--- src/design/zone_eval_pkg.sv ---
// package: constants and types for the alarm zone evaluator
package zone_eval_pkg;
  // ----------------------------------------------------------------
  // sizes and timing
  // ----------------------------------------------------------------
  localparam int NZONE         = 8;
  localparam int NPART         = 4;
  localparam int CLK_HZ        = 50000000;
  localparam int SETTLE_MS     = 300;   // 0.3 s persistence
  localparam int SETTLE_CYC    = (CLK_HZ / 1000) * SETTLE_MS;
  localparam logic [7:0] CYC_UNLIMITED = 8'hFF;
  localparam logic [7:0] CYC_NONE      = 8'h00;

  // line condition from the detector
  typedef enum logic [2:0] {
    LINE_OPEN   = 3'h0,
    LINE_SHORT  = 3'h1,
    LINE_ONE_R  = 3'h2,
    LINE_TWO_R  = 3'h3,
    LINE_FAULT  = 3'h4,
    LINE_UNBAL  = 3'h5
  } line_type;

  typedef enum logic [2:0] {
    BAL_OPEN_IDLE   = 3'h0,
    BAL_CLOSED_IDLE = 3'h1,
    BAL_SINGLE_R    = 3'h2,
    BAL_DOUBLE_R    = 3'h3,
    BAL_TRIPLE_R    = 3'h4
  } balance_type;

  typedef enum logic [2:0] {
    ZT_INSTANT    = 3'h0,
    ZT_ENTRY      = 3'h1,
    ZT_ENTRY_PATH = 3'h2,
    ZT_EXIT       = 3'h3,
    ZT_LAST_EXIT  = 3'h4,
    ZT_H24        = 3'h5,
    ZT_FIRE       = 3'h6,
    ZT_HOLDUP     = 3'h7
  } ztype_type;

  typedef enum logic [1:0] {
    ST_STANDBY = 2'h0,
    ST_ALARM   = 2'h1,
    ST_TAMPER  = 2'h2,
    ST_FAULT   = 2'h3
  } zstate_type;

  // per-zone configuration
  typedef struct packed {
    balance_type       balance;
    ztype_type         ztype;
    logic [NPART-1:0]  parts;
    logic              bypass;
    logic              test;
    logic              fault_opt;
    logic [7:0]        cycles;
  } zcfg_type;

  // per-partition state
  typedef struct packed {
    logic armed;
    logic entry_run;
    logic exit_run;
  } pstate_type;
endpackage

--- src/design/zone_filter.sv ---
// single zone line persistence filter
`timescale 1ns/1ps
module zone_filter
(
  input  wire logic                    clk,
  input  wire logic                    rst_n,
  input  wire zone_eval_pkg::line_type raw,
  output zone_eval_pkg::line_type      stable
);
  import zone_eval_pkg::*;
  logic [2:0]  s1_q;
  logic [2:0]  s2_q;
  logic [2:0]  cand_q;
  logic [24:0] cnt_q;
  line_type    stable_q;

  // two-stage synchroniser
  always_ff @(posedge clk or negedge rst_n) begin
    if (!rst_n) begin
      s1_q <= 3'h0;
      s2_q <= 3'h0;
    end else begin
      s1_q <= raw;
      s2_q <= s1_q;
    end
  end

  // accept only after an unchanged run of the settle time
  always_ff @(posedge clk or negedge rst_n) begin
    if (!rst_n) begin
      cand_q   <= 3'h0;
      cnt_q    <= 25'h0;
      stable_q <= LINE_OPEN;
    end else if (s2_q != cand_q) begin
      cand_q <= s2_q;
      cnt_q  <= 25'h0;
    end else if (cnt_q < 25'(SETTLE_CYC - 1)) begin
      cnt_q <= cnt_q + 25'h1;
    end else begin
      stable_q <= line_type'(cand_q);
    end
  end

  assign stable = stable_q;

  AST_SETTLE: assert property (@(posedge clk) disable iff (!rst_n)
    (stable_q != $past(stable_q)) |-> (cnt_q == 25'(SETTLE_CYC - 1)))
    else $error("line accepted before settle time");
endmodule

--- src/design/alarm_zone_evaluator.sv ---
// alarm zone evaluator: balance decode and zone type event logic
//
// Behaviour
// - act only on line stable 0.3 s
// - open-idle: open standby, negative alarm
// - closed-idle: negative standby, open alarm
// - single resistor: load standby, short tamper
// - tamper raises zone and partition tamper
// - double resistor: two standby, one violation
// - triple adds shared anonymous sensor fault event
// - triple balance only at highest grade
// - non fire, non 24h zones are burglary
// - instant zone alarms armed eligible partitions
// - entry zone starts longest entry delay
// - entry path silent during entry delay
// - exit delay zone silent during exit
// - last exit restarts last exit timer
// - 24h zone alarms regardless of arming
// - fire forces 24h open-idle, fire alarm
// - hold-up events never drive output 1
// - hold-up active blocks normal arming
// - hold-up with fault option: fault only
// - cycle limit 0 to 255, 255 unlimited
// - test zone logs test record instead
`timescale 1ns/1ps
module alarm_zone_evaluator
(
  input  wire logic                                                clk,
  input  wire logic                                                rstn,
  input  wire zone_eval_pkg::line_type   [zone_eval_pkg::NZONE-1:0] line_raw,
  input  wire zone_eval_pkg::zcfg_type   [zone_eval_pkg::NZONE-1:0] zone_cfg,
  input  wire zone_eval_pkg::pstate_type [zone_eval_pkg::NPART-1:0] part_state,
  input  wire logic                                                grade_high,
  input  wire logic [zone_eval_pkg::NZONE-1:0]                     cycle_reload,
  input  wire logic                                                arm_req,
  input  wire logic                                                arm_forced,
  output logic                                                     arm_ok,
  output zone_eval_pkg::zstate_type [zone_eval_pkg::NZONE-1:0]     zone_state,
  output logic [zone_eval_pkg::NZONE-1:0]                          zone_burglary,
  output logic [zone_eval_pkg::NZONE-1:0]                          ev_zone_alarm,
  output logic [zone_eval_pkg::NZONE-1:0]                          ev_zone_tamper,
  output logic [zone_eval_pkg::NZONE-1:0]                          ev_zone_test,
  output logic [zone_eval_pkg::NZONE-1:0]                          ev_detector_fault,
  output logic [zone_eval_pkg::NZONE-1:0]                          ev_holdup,
  output logic                                                     ev_sys_fault,
  output logic [zone_eval_pkg::NPART-1:0]                          ev_part_alarm,
  output logic [zone_eval_pkg::NPART-1:0]                          ev_part_tamper,
  output logic [zone_eval_pkg::NPART-1:0]                          ev_part_fire,
  output logic [zone_eval_pkg::NPART-1:0]                          entry_start,
  output logic [zone_eval_pkg::NPART-1:0]                          last_exit_start,
  output logic                                                     out1_alarm
);
  import zone_eval_pkg::*;
  // ----------------------------------------------------------------
  // reset release
  // ----------------------------------------------------------------
  logic rst1_q;
  logic rst_n;

  always_ff @(posedge clk or negedge rstn) begin
    if (!rstn) begin
      rst1_q <= 1'b0;
      rst_n  <= 1'b0;
    end else begin
      rst1_q <= 1'b1;
      rst_n  <= rst1_q;
    end
  end

  // ----------------------------------------------------------------
  // line filtering and classification
  // ----------------------------------------------------------------
  line_type   [NZONE-1:0] line_s;
  zstate_type [NZONE-1:0] cls;
  balance_type [NZONE-1:0] bal_eff;

  genvar gz;
  generate
    for (gz = 0; gz < NZONE; gz++) begin : g_filt
      zone_filter u_filt (
        .clk    (clk),
        .rst_n  (rst_n),
        .raw    (line_raw[gz]),
        .stable (line_s[gz])
      );
    end
  endgenerate

  // decode line condition per effective balance
  always_comb begin
    for (int z = 0; z < NZONE; z++) begin
      bal_eff[z] = zone_cfg[z].balance;
      if (zone_cfg[z].ztype == ZT_FIRE)
        bal_eff[z] = BAL_OPEN_IDLE;
      else if (zone_cfg[z].balance == BAL_TRIPLE_R && !grade_high)
        bal_eff[z] = BAL_DOUBLE_R;
      cls[z] = ST_ALARM;
      case (bal_eff[z])
        BAL_OPEN_IDLE:
          cls[z] = (line_s[z] == LINE_SHORT) ? ST_ALARM : ST_STANDBY;
        BAL_CLOSED_IDLE:
          cls[z] = (line_s[z] == LINE_SHORT) ? ST_STANDBY : ST_ALARM;
        BAL_SINGLE_R: begin
          if (line_s[z] == LINE_ONE_R)      cls[z] = ST_STANDBY;
          else if (line_s[z] == LINE_SHORT) cls[z] = ST_TAMPER;
          else                              cls[z] = ST_ALARM;
        end
        BAL_DOUBLE_R, BAL_TRIPLE_R: begin
          if (line_s[z] == LINE_TWO_R)      cls[z] = ST_STANDBY;
          else if (line_s[z] == LINE_ONE_R) cls[z] = ST_ALARM;
          else if (line_s[z] == LINE_FAULT && bal_eff[z] == BAL_TRIPLE_R)
            cls[z] = ST_FAULT;
          else                              cls[z] = ST_TAMPER;
        end
        default: cls[z] = ST_ALARM;
      endcase
    end
  end

  // ----------------------------------------------------------------
  // per-zone state, edge detect, cycle counters
  // ----------------------------------------------------------------
  zstate_type [NZONE-1:0] st_q;
  logic [NZONE-1:0][7:0]  cyc_q;
  logic [NZONE-1:0]       viol_new;
  logic [NZONE-1:0]       tamp_new;
  logic [NZONE-1:0]       fault_new;
  logic [NZONE-1:0]       alarm_fire;

  always_ff @(posedge clk or negedge rst_n) begin
    if (!rst_n) begin
      st_q <= '0;
    end else begin
      st_q <= cls;
    end
  end

  always_comb begin
    for (int z = 0; z < NZONE; z++) begin
      viol_new[z]  = (cls[z] == ST_ALARM)  && (st_q[z] != ST_ALARM);
      tamp_new[z]  = (cls[z] == ST_TAMPER) && (st_q[z] != ST_TAMPER);
      fault_new[z] = (cls[z] == ST_FAULT)  && (st_q[z] != ST_FAULT);
    end
  end

  // cycle budget per zone, reloaded by software on partition events
  always_ff @(posedge clk or negedge rst_n) begin
    if (!rst_n) begin
      cyc_q <= '0;
    end else begin
      for (int z = 0; z < NZONE; z++) begin
        if (cycle_reload[z])
          cyc_q[z] <= zone_cfg[z].cycles;
        else if (alarm_fire[z] && zone_cfg[z].cycles != CYC_UNLIMITED)
          cyc_q[z] <= cyc_q[z] - 8'h01;
      end
    end
  end

  // ----------------------------------------------------------------
  // zone type evaluation
  // ----------------------------------------------------------------
  logic [NZONE-1:0]       elig;
  logic [NZONE-1:0]       arm_all;
  logic [NZONE-1:0]       in_entry;
  logic [NZONE-1:0]       in_exit;
  logic [NZONE-1:0]       is_24;
  logic [NZONE-1:0]       go_inst;
  logic [NZONE-1:0]       go_test;
  logic [NZONE-1:0]       go_entry;
  logic [NZONE-1:0]       go_last;
  logic [NPART-1:0]       armed_v;
  logic [NPART-1:0]       entry_v;
  logic [NPART-1:0]       exit_v;
  logic [NZONE-1:0]       burg_d;

  always_comb begin
    for (int p = 0; p < NPART; p++) begin
      armed_v[p] = part_state[p].armed;
      entry_v[p] = part_state[p].entry_run;
      exit_v[p]  = part_state[p].exit_run;
    end
  end

  always_comb begin
    for (int z = 0; z < NZONE; z++) begin
      burg_d[z]   = !(zone_cfg[z].ztype == ZT_FIRE || zone_cfg[z].ztype == ZT_H24);
      is_24[z]    = zone_cfg[z].ztype inside {ZT_H24, ZT_FIRE, ZT_HOLDUP};
      arm_all[z]  = (zone_cfg[z].parts != '0) && ((zone_cfg[z].parts & ~armed_v) == '0);
      in_entry[z] = |(zone_cfg[z].parts & entry_v);
      in_exit[z]  = |(zone_cfg[z].parts & exit_v);
      elig[z]     = !zone_cfg[z].bypass && (cyc_q[z] != CYC_NONE);
      go_inst[z]  = 1'b0;
      go_entry[z] = 1'b0;
      go_last[z]  = 1'b0;
      if (viol_new[z] && elig[z]) begin
        case (zone_cfg[z].ztype)
          ZT_INSTANT:    go_inst[z] = arm_all[z];
          ZT_ENTRY: begin
            go_entry[z] = arm_all[z] && !in_entry[z];
            go_inst[z]  = arm_all[z] && in_entry[z];
          end
          ZT_ENTRY_PATH: go_inst[z] = arm_all[z] && !in_entry[z];
          ZT_EXIT:       go_inst[z] = arm_all[z] && !in_exit[z];
          ZT_LAST_EXIT: begin
            go_last[z] = in_exit[z];
            go_inst[z] = arm_all[z] && !in_exit[z];
          end
          ZT_HOLDUP:     go_inst[z] = !zone_cfg[z].fault_opt;
          default:       go_inst[z] = 1'b1;
        endcase
      end
      go_test[z]    = go_inst[z] && zone_cfg[z].test;
      alarm_fire[z] = go_inst[z] && !zone_cfg[z].test;
    end
  end

  // burglary class flag, held in a flop like all other outputs except arm_ok
  always_ff @(posedge clk or negedge rst_n) begin
    if (!rst_n) begin
      zone_burglary <= '0;
    end else begin
      zone_burglary <= burg_d;
    end
  end

  // ----------------------------------------------------------------
  // event registers
  // ----------------------------------------------------------------
  always_ff @(posedge clk or negedge rst_n) begin
    if (!rst_n) begin
      ev_zone_alarm     <= '0;
      ev_zone_tamper    <= '0;
      ev_zone_test      <= '0;
      ev_detector_fault <= '0;
      ev_holdup         <= '0;
    end else begin
      ev_zone_alarm     <= alarm_fire;
      ev_zone_tamper    <= tamp_new;
      ev_zone_test      <= go_test;
      for (int z = 0; z < NZONE; z++) begin
        ev_detector_fault[z] <= viol_new[z] && elig[z] && zone_cfg[z].ztype == ZT_HOLDUP
                                && zone_cfg[z].fault_opt;
        ev_holdup[z] <= alarm_fire[z] && zone_cfg[z].ztype == ZT_HOLDUP;
      end
    end
  end

  // partition events gathered over zones
  logic [NPART-1:0] pa_d;
  logic [NPART-1:0] pt_d;
  logic [NPART-1:0] pf_d;
  logic [NPART-1:0] es_d;
  logic [NPART-1:0] le_d;
  logic             o1_d;

  always_comb begin
    pa_d = '0;
    pt_d = '0;
    pf_d = '0;
    es_d = '0;
    le_d = '0;
    o1_d = 1'b0;
    for (int z = 0; z < NZONE; z++) begin
      if (tamp_new[z])
        pt_d = pt_d | zone_cfg[z].parts;
      if (alarm_fire[z]) begin
        if (zone_cfg[z].ztype == ZT_FIRE)
          pf_d = pf_d | zone_cfg[z].parts;
        else if (is_24[z])
          pa_d = pa_d | zone_cfg[z].parts;
        else
          pa_d = pa_d | (zone_cfg[z].parts & armed_v);
        if (zone_cfg[z].ztype != ZT_HOLDUP)
          o1_d = 1'b1;
      end
      if (go_entry[z])
        es_d = es_d | zone_cfg[z].parts;
      if (go_last[z])
        le_d = le_d | (zone_cfg[z].parts & exit_v);
    end
  end

  always_ff @(posedge clk or negedge rst_n) begin
    if (!rst_n) begin
      ev_part_alarm   <= '0;
      ev_part_tamper  <= '0;
      ev_part_fire    <= '0;
      entry_start     <= '0;
      last_exit_start <= '0;
      out1_alarm      <= 1'b0;
      ev_sys_fault    <= 1'b0;
    end else begin
      ev_part_alarm   <= pa_d;
      ev_part_tamper  <= pt_d;
      ev_part_fire    <= pf_d;
      entry_start     <= es_d;
      last_exit_start <= le_d;
      out1_alarm      <= o1_d;
      ev_sys_fault    <= |fault_new;
    end
  end

  // ----------------------------------------------------------------
  // arming gate and state view
  // ----------------------------------------------------------------
  logic holdup_active;

  always_comb begin
    holdup_active = 1'b0;
    for (int z = 0; z < NZONE; z++)
      if (zone_cfg[z].ztype == ZT_HOLDUP && st_q[z] == ST_ALARM && !zone_cfg[z].bypass)
        holdup_active = 1'b1;
  end

  assign arm_ok     = arm_req && (!holdup_active || arm_forced);
  assign zone_state = st_q;

  AST_HOLDUP_OUT1: assert property (@(posedge clk) disable iff (!rst_n)
    (alarm_fire == 8'h01 && zone_cfg[0].ztype == ZT_HOLDUP) |=> !out1_alarm)
    else $error("output 1 raised by a hold-up alarm");
  AST_ARM_BLOCK: assert property (@(posedge clk) disable iff (!rst_n)
    (holdup_active && !arm_forced) |-> !arm_ok)
    else $error("normal arming allowed with hold-up active");
  AST_CYC_ZERO: assert property (@(posedge clk) disable iff (!rst_n)
    (cyc_q[0] == CYC_NONE && !cycle_reload[0]) |=> !ev_zone_alarm[0])
    else $error("zone alarm with no cycles left");
  AST_CYC_DEC: assert property (@(posedge clk) disable iff (!rst_n)
    (alarm_fire[0] && !cycle_reload[0] && zone_cfg[0].cycles != CYC_UNLIMITED && $stable(zone_cfg[0].cycles))
    |=> cyc_q[0] == $past(cyc_q[0]) - 8'h01)
    else $error("cycle count not decremented");
  AST_TEST_NOALARM: assert property (@(posedge clk) disable iff (!rst_n)
    zone_cfg[0].test |=> !ev_zone_alarm[0] || !$past(zone_cfg[0].test))
    else $error("test zone raised alarm");
  AST_TAMPER_PART: assert property (@(posedge clk) disable iff (!rst_n)
    tamp_new[0] |=> ev_zone_tamper[0] && ((ev_part_tamper & $past(zone_cfg[0].parts)) == $past(zone_cfg[0].parts)))
    else $error("tamper events incomplete");
  AST_SINGLE_SHORT: assert property (@(posedge clk) disable iff (!rst_n)
    (bal_eff[0] == BAL_SINGLE_R && line_s[0] == LINE_SHORT) |-> cls[0] == ST_TAMPER)
    else $error("single balance short not tamper");
  AST_EXIT_SILENT: assert property (@(posedge clk) disable iff (!rst_n)
    (zone_cfg[0].ztype == ZT_EXIT && in_exit[0]) |-> !alarm_fire[0])
    else $error("exit zone alarm during exit delay");
  AST_PATH_SILENT: assert property (@(posedge clk) disable iff (!rst_n)
    (zone_cfg[0].ztype == ZT_ENTRY_PATH && in_entry[0]) |-> !alarm_fire[0])
    else $error("entry path zone alarm during entry delay");
  AST_BYPASS_QUIET: assert property (@(posedge clk) disable iff (!rst_n)
    zone_cfg[0].bypass |=> !ev_zone_alarm[0])
    else $error("bypassed zone raised alarm");
  AST_FIRE_BAL: assert property (@(posedge clk) disable iff (!rst_n)
    (zone_cfg[2].ztype == ZT_FIRE) |-> bal_eff[2] == BAL_OPEN_IDLE)
    else $error("fire zone not open-idle");
endmodule

--- config.mk ---
export PLATFORM = sky130hd
export DESIGN_NAME = alarm_zone_evaluator
export DESIGN_NICKNAME = d
export VERILOG_FILES = /design/src/design/zone_eval_pkg.sv /design/src/design/zone_filter.sv /design/src/design/alarm_zone_evaluator.sv
export SDC_FILE = /design/constraint.sdc
export NUM_CORES = 1
export LEC_CHECK = 0
export BUFFER_PORTS_ARGS = -buffer_cell sky130_fd_sc_hd__buf_2
export CORE_ASPECT_RATIO = 1.75
export CORE_MARGIN = 5
export CORE_UTILIZATION = 25
export DETAILED_ROUTE_END_ITERATION = 7
export HOLD_SLACK_MARGIN = 0.03
export SLEW_MARGIN = 20
export SYNTH_ARGS = -nofsm -noshare
export SYNTH_HDL_FRONTEND = slang
export SYNTH_SLANG_ARGS = --single-unit
export TNS_END_PERCENT = 50
--- constraint.sdc ---
create_clock -name clk -period 15.55 [get_ports clk]
set_input_delay 2.3325 -clock clk [delete_from_list [all_inputs] [get_ports clk]]
set_output_delay 2.3325 -clock clk [all_outputs]
set_load 0.01 [all_outputs]
* Word level (Yosys, flattened, before mapping)
Index checks and enable logic that the tools add are counted.
** Word-level totals
- Output and inout port bits :: 87
- Input port bits :: 217
- Word-level logic and storage cells :: 959
- Register bits :: 448
** Operators by class
- Eq/ne operators :: 208
- Bitwise logic cells :: 91
- Multiplexer cells :: 248
- $lt $le $gt $ge :: 8
- $add $sub $neg :: 16
- Reductions and logical operators :: 317
** Operators by type and width (number)
- 25-bit 2-to-1 mux :: 16
- 4-bit 2-to-1 mux :: 64
- 25-bit by 1-bit adder with 25-bit output, second input constant :: 8
- 25-bit by 24-bit less-than comparator with 1-bit output, second input constant :: 8
- 3-bit == test, second input constant :: 56
- 4-bit bitwise OR :: 42
- 1-bit logical AND :: 153
- 3-bit by 2-bit == test with 1-bit output, second input constant :: 48
- 4-bit bitwise AND :: 32
- 8-bit 2-to-1 mux :: 16
- 1-bit 2-to-1 mux :: 88
- 3-bit by 1-bit == test with 1-bit output, second input constant :: 24
- 2-bit 2-to-1 mux :: 32
- 8-bit inequality test, second input constant :: 8
- 2-bit one-hot mux with 4 select lines :: 8
- 8-bit nonzero test :: 8
- 4-bit OR reduction :: 16
- 8-bit by 1-bit subtractor with 8-bit output, second input constant :: 8
- 1-bit zero test :: 50
- 3-bit zero test :: 16
- 3-bit 2-to-1 mux :: 16
- 1-bit one-hot mux with 5 select lines :: 8
- 2-bit by 1-bit == test with 1-bit output, second input constant :: 16
- 2-bit == test, second input constant :: 16
- 14 further kinds :: 131

* Logic depth before layout (Yosys ltp)
- Word-level depth :: 44
- Gate-level depth with buffers :: 10
- Gate-level depth less buffers :: 9

* By module
A second synthesis with hierarchy kept.
** Unflattened totals
- Cell total of the unflattened synthesis :: 2813
- Area total of the unflattened synthesis :: 25593.3 um2
** Modules (own cells, without submodules)
- zone_filter at g_filt[0].u_filt ... :: seq. area each 925.9 um2, area each 1764.2 um2, cells each 176, instances 7
- alarm_zone_evaluator :: seq. area each 3803.6 um2, area each 11350.9 um2, cells each 1394, instances 1
- zone_filter at g_filt[7].u_filt :: seq. area each 925.9 um2, area each 1893.1 um2, cells each 187, instances 1

* Worst setup path after synthesis
No wires, ideal clock.
- Path type :: input port to output port
- Start :: input zone_cfg[16] (netlist bit)
- End :: output arm_ok
- Data required time :: 13218 ps
- Arrival :: 3367 ps
- Stages on the path :: 7
- Slack :: 9850 ps
- Buffers on the path :: 1
- Path through :: clkbuf_1 > and2_1 > nand2_1 > nor3b_1 > nor4_1 > a21oi_1 > nor2b_1
** On the way
- Word-level cells in the longest chain between the ends :: 14
** RTL lines
- from (decl) :: RTL line alarm_zone_evaluator.sv:31 : input wire zone_eval_pkg::zcfg_type [zone_eval_pkg::NZONE-1:0] zone_cfg,
- 3-bit == test :: RTL line alarm_zone_evaluator.sv:312 : if (zone_cfg[z].ztype == ZT_HOLDUP && st_q[z] == ST_ALARM && !zone_cfg[z].bypass)
- 1-bit logical AND (2 in a row) :: RTL line alarm_zone_evaluator.sv:312
- 1-bit 2-to-1 mux (8 in a row) :: RTL line alarm_zone_evaluator.sv:312
- 1-bit zero test :: RTL line alarm_zone_evaluator.sv:316 : assign arm_ok = arm_req && (!holdup_active || arm_forced);
- 1-bit logical OR :: RTL line alarm_zone_evaluator.sv:316
- 1-bit logical AND :: RTL line alarm_zone_evaluator.sv:316
- to (decl) :: RTL line alarm_zone_evaluator.sv:37 : output logic arm_ok,
Every way passes these cells.

* Worst setup path after layout
- Start :: input zone_cfg[164] (netlist bit)
- End :: output arm_ok
** On the way
- Word-level cells in the longest chain between the ends :: 7
** RTL lines (RTL line)
- 3-bit == test :: alarm_zone_evaluator.sv:312
- 1-bit logical AND (2 in a row) :: alarm_zone_evaluator.sv:312
- 1-bit 2-to-1 mux :: alarm_zone_evaluator.sv:312
- 1-bit zero test :: alarm_zone_evaluator.sv:316
- 1-bit logical OR :: alarm_zone_evaluator.sv:316
- 1-bit logical AND :: alarm_zone_evaluator.sv:316
Every way passes these cells.

==> run metrics <==
Crit. End Element primary output; # resized after CTS 0; Clock Latency Late Sink 630 ps; Hold WS 339 ps; Core Region 99000 sq um; Power Dens Cells 95.2 nW/um^2; Tot GR Track Use 16.4%; TritonCTS buffer count 49; Ports 304; DP HPWL 69.6 mm; row count 153; Final Cycle Share 42.3%; final setup violation count 0; Worst-path clk slew 70 ps; Rel. slew slack 23.1%; distinct cell type count after synthesis 95; CTS H-tree depth 2; max-slew violations 0; final hold violations 0; drt first pass iters 7; Die Area 106000 sq um; via count 22346; Setup Total Neg Slack 0 ps; placed insts 4198; syn_area_per_cell 9.19 sq um; first-pass GRT wire length 134 mm; initial antenna violation count 48; clock skew 34.8 ps; cts hold-fix bufs 0; Worst EP required 13220 ps; Synth Instances 2700; chip width 248 um; Iter 0 DRT Violations 1822; Worst EP arrival 4250 ps; share of layout cells above drive strength 1 16.6%; Root Buffer clkbuf_16; post-route ant nets 0; Layout Nets 3173; Crit Path Max Fanout 12; worst vdd ir 0.0814 mV; area leader, netlist dfrtp_1; syn nets 2941; top_reg_cell synth dfrtp_1; critical setup path kind input port to primary output; mapped cell area 24800 sq um; # Post-CTS Setup Buffers 0; final core utilization 29.6%; IO Port Bufs 303; Fmax 152 MHz; asr flop ratio synth 100%; DR WL/cell 20.9 um; clock sink total 448; Startpoint Class input port; Via density 5.18; total power 2790 uW; CTS tree done; EDFF count, synth 0; final std cells w/o fill 4311; share of the synthesized area in the top cell type 45.2%; WL final 90.3 mm; Synthesis Warnings 0; Initial Util 25.1%; remaining global-route overflow 0; Final Critical Period 6580 ps; largest net degree at the start of global routing 141; min-delay worst type flip-flop to flip-flop; vias in the first global route 21888; Fillers 10420; synthesized flop and latch total 448; outcome finished clean; Die Y-Extent 427 um; RSZ-0062 raised after global routing false; Least-Margin Pin Slew 1150 ps; share of the yosys chip area belonging to registers 45.2%; Remaining DRCs 0; Synth-to-Final Area Change 18.3%; GPL Wtd Cong 0.930; count leader, synth dfrtp_1; CTS max path bufs 3; Post-synth top cells dfrtp_1 (448), nor2_1 (248), nand2_1 (241), clkbuf_1 (126), a21oi_1 (111); Leak Pwr 0.0120 uW; max-cap violation count 0; Synth area leaders dfrtp_1 (45%), xnor2_1 (3.8%), nor2_1 (3.8%), nand2_1 (3.6%), xor2_1 (2.6%)
==> flip-flops by register name (all words and copies together) (netlist names), 16 cells and up <==
| register | flops |
|---|---|
| g_filt.u_filt.cnt_q | 200 |
| cyc_q | 64 |
| g_filt.u_filt.cand_q | 24 |
| g_filt.u_filt.s1_q | 24 |
| g_filt.u_filt.s2_q | 24 |
| g_filt.u_filt.stable | 24 |
| zone_state | 16 |
==> final timing paths <==
path	from	endpoint	slack (ps)	cells after the start
max in group asynchronous	rst_n	g_filt[2].u_filt.s1_q[2]	12020	3
setup / recovery	zone_cfg[164]	arm_ok	8970	7
min in group asynchronous	rst_n	cyc_q[11]	350	0
hold / removal	g_filt[1].u_filt.s1_q[1]	g_filt[1].u_filt.s2_q[1]	340	0
setup reg to reg	rst_n	g_filt[2].u_filt.s1_q[2]	12020	3
hold reg to reg	g_filt[1].u_filt.s1_q[1]	g_filt[1].u_filt.s2_q[1]	340	0
==> logic make-up (layout without fill, tap and decap cells) <==
logic type / after synthesis / count (layout) / synth area share, %
other: 1 / 24 / 0.0151
muxes: 47 / 47 / 2.05
xor gates and xnor gates: 182 / 182 / 6.43
DFF: 448 / 448 / 45.2
buffers and inverters: 258 / 529 / 4.02
AOI/OAI and AO/OA: 539 / 539 / 15.2
and+or+nand+nor: 1201 / 1201 / 25.9
adders and majority gates: 24 / 24 / 1.21
==> routing by layer <==
metal  track usage, %  vias to the layer above  part of all wire [%]
met5                0                        -                  0.13
met4             8.41                       18                   5.8
met3             5.46                      253                   9.9
met2             26.3                      857                    45
met1             19.6                    10862                    39
li1                 -                    10356                     -
==> critical path, stage by stage <==
cell and delay [ps]:
buf_2 170, nand3_1 360, nor3b_1 190, nor4_1 700, a21oi_1 220, nor2b_1 130
buf_2 130
==> layout make-up <==
cell class | instances | area [sq um] | area share (%)
Multi-Input combinational cell | 1994 | 12600 | 43.0
Timing Repair Buffer | 330 | 1730 | 5.90
Antenna cell | 23 | 57.6 | 0.196
Sequential cell | 448 | 11200 | 38.2
Clock buffer | 65 | 1370 | 4.66
Tap cell | 1317 | 1650 | 5.62
Clock inverter | 25 | 290 | 0.989
Inverter | 109 | 409 | 1.39
==> layout by cell type, fill, tap and decap left out, types with 75 or more instances in the layout <==
cell type	Yosys	routed
a21oi_1	111	111
nand3_1	102	102
nand2_1	241	241
o21ai_0	99	99
nor4_1	95	94
nor2_1	248	248
xor2_1	75	75
xnor2_1	107	107
inv_1	107	107
nand4_1	78	78
buf_2	15	303
dfrtp_1	448	447
==> where the power goes <==
group	switching, uW	total [uW]	internal [uW]
Clock	530	1220	693
Combinational	220	330	110
Sequential	35.5	1240	1210
==> stage by stage <==
step	instance area [sq um]	setup slack [ps]
after global placement	27600	8920
final	29300	8970
after global routing	29300	8830
after floorplan	24800	2140
after detailed placement	27600	8850
after CTS	29300	8830
(Power assumes the default switching activity.)
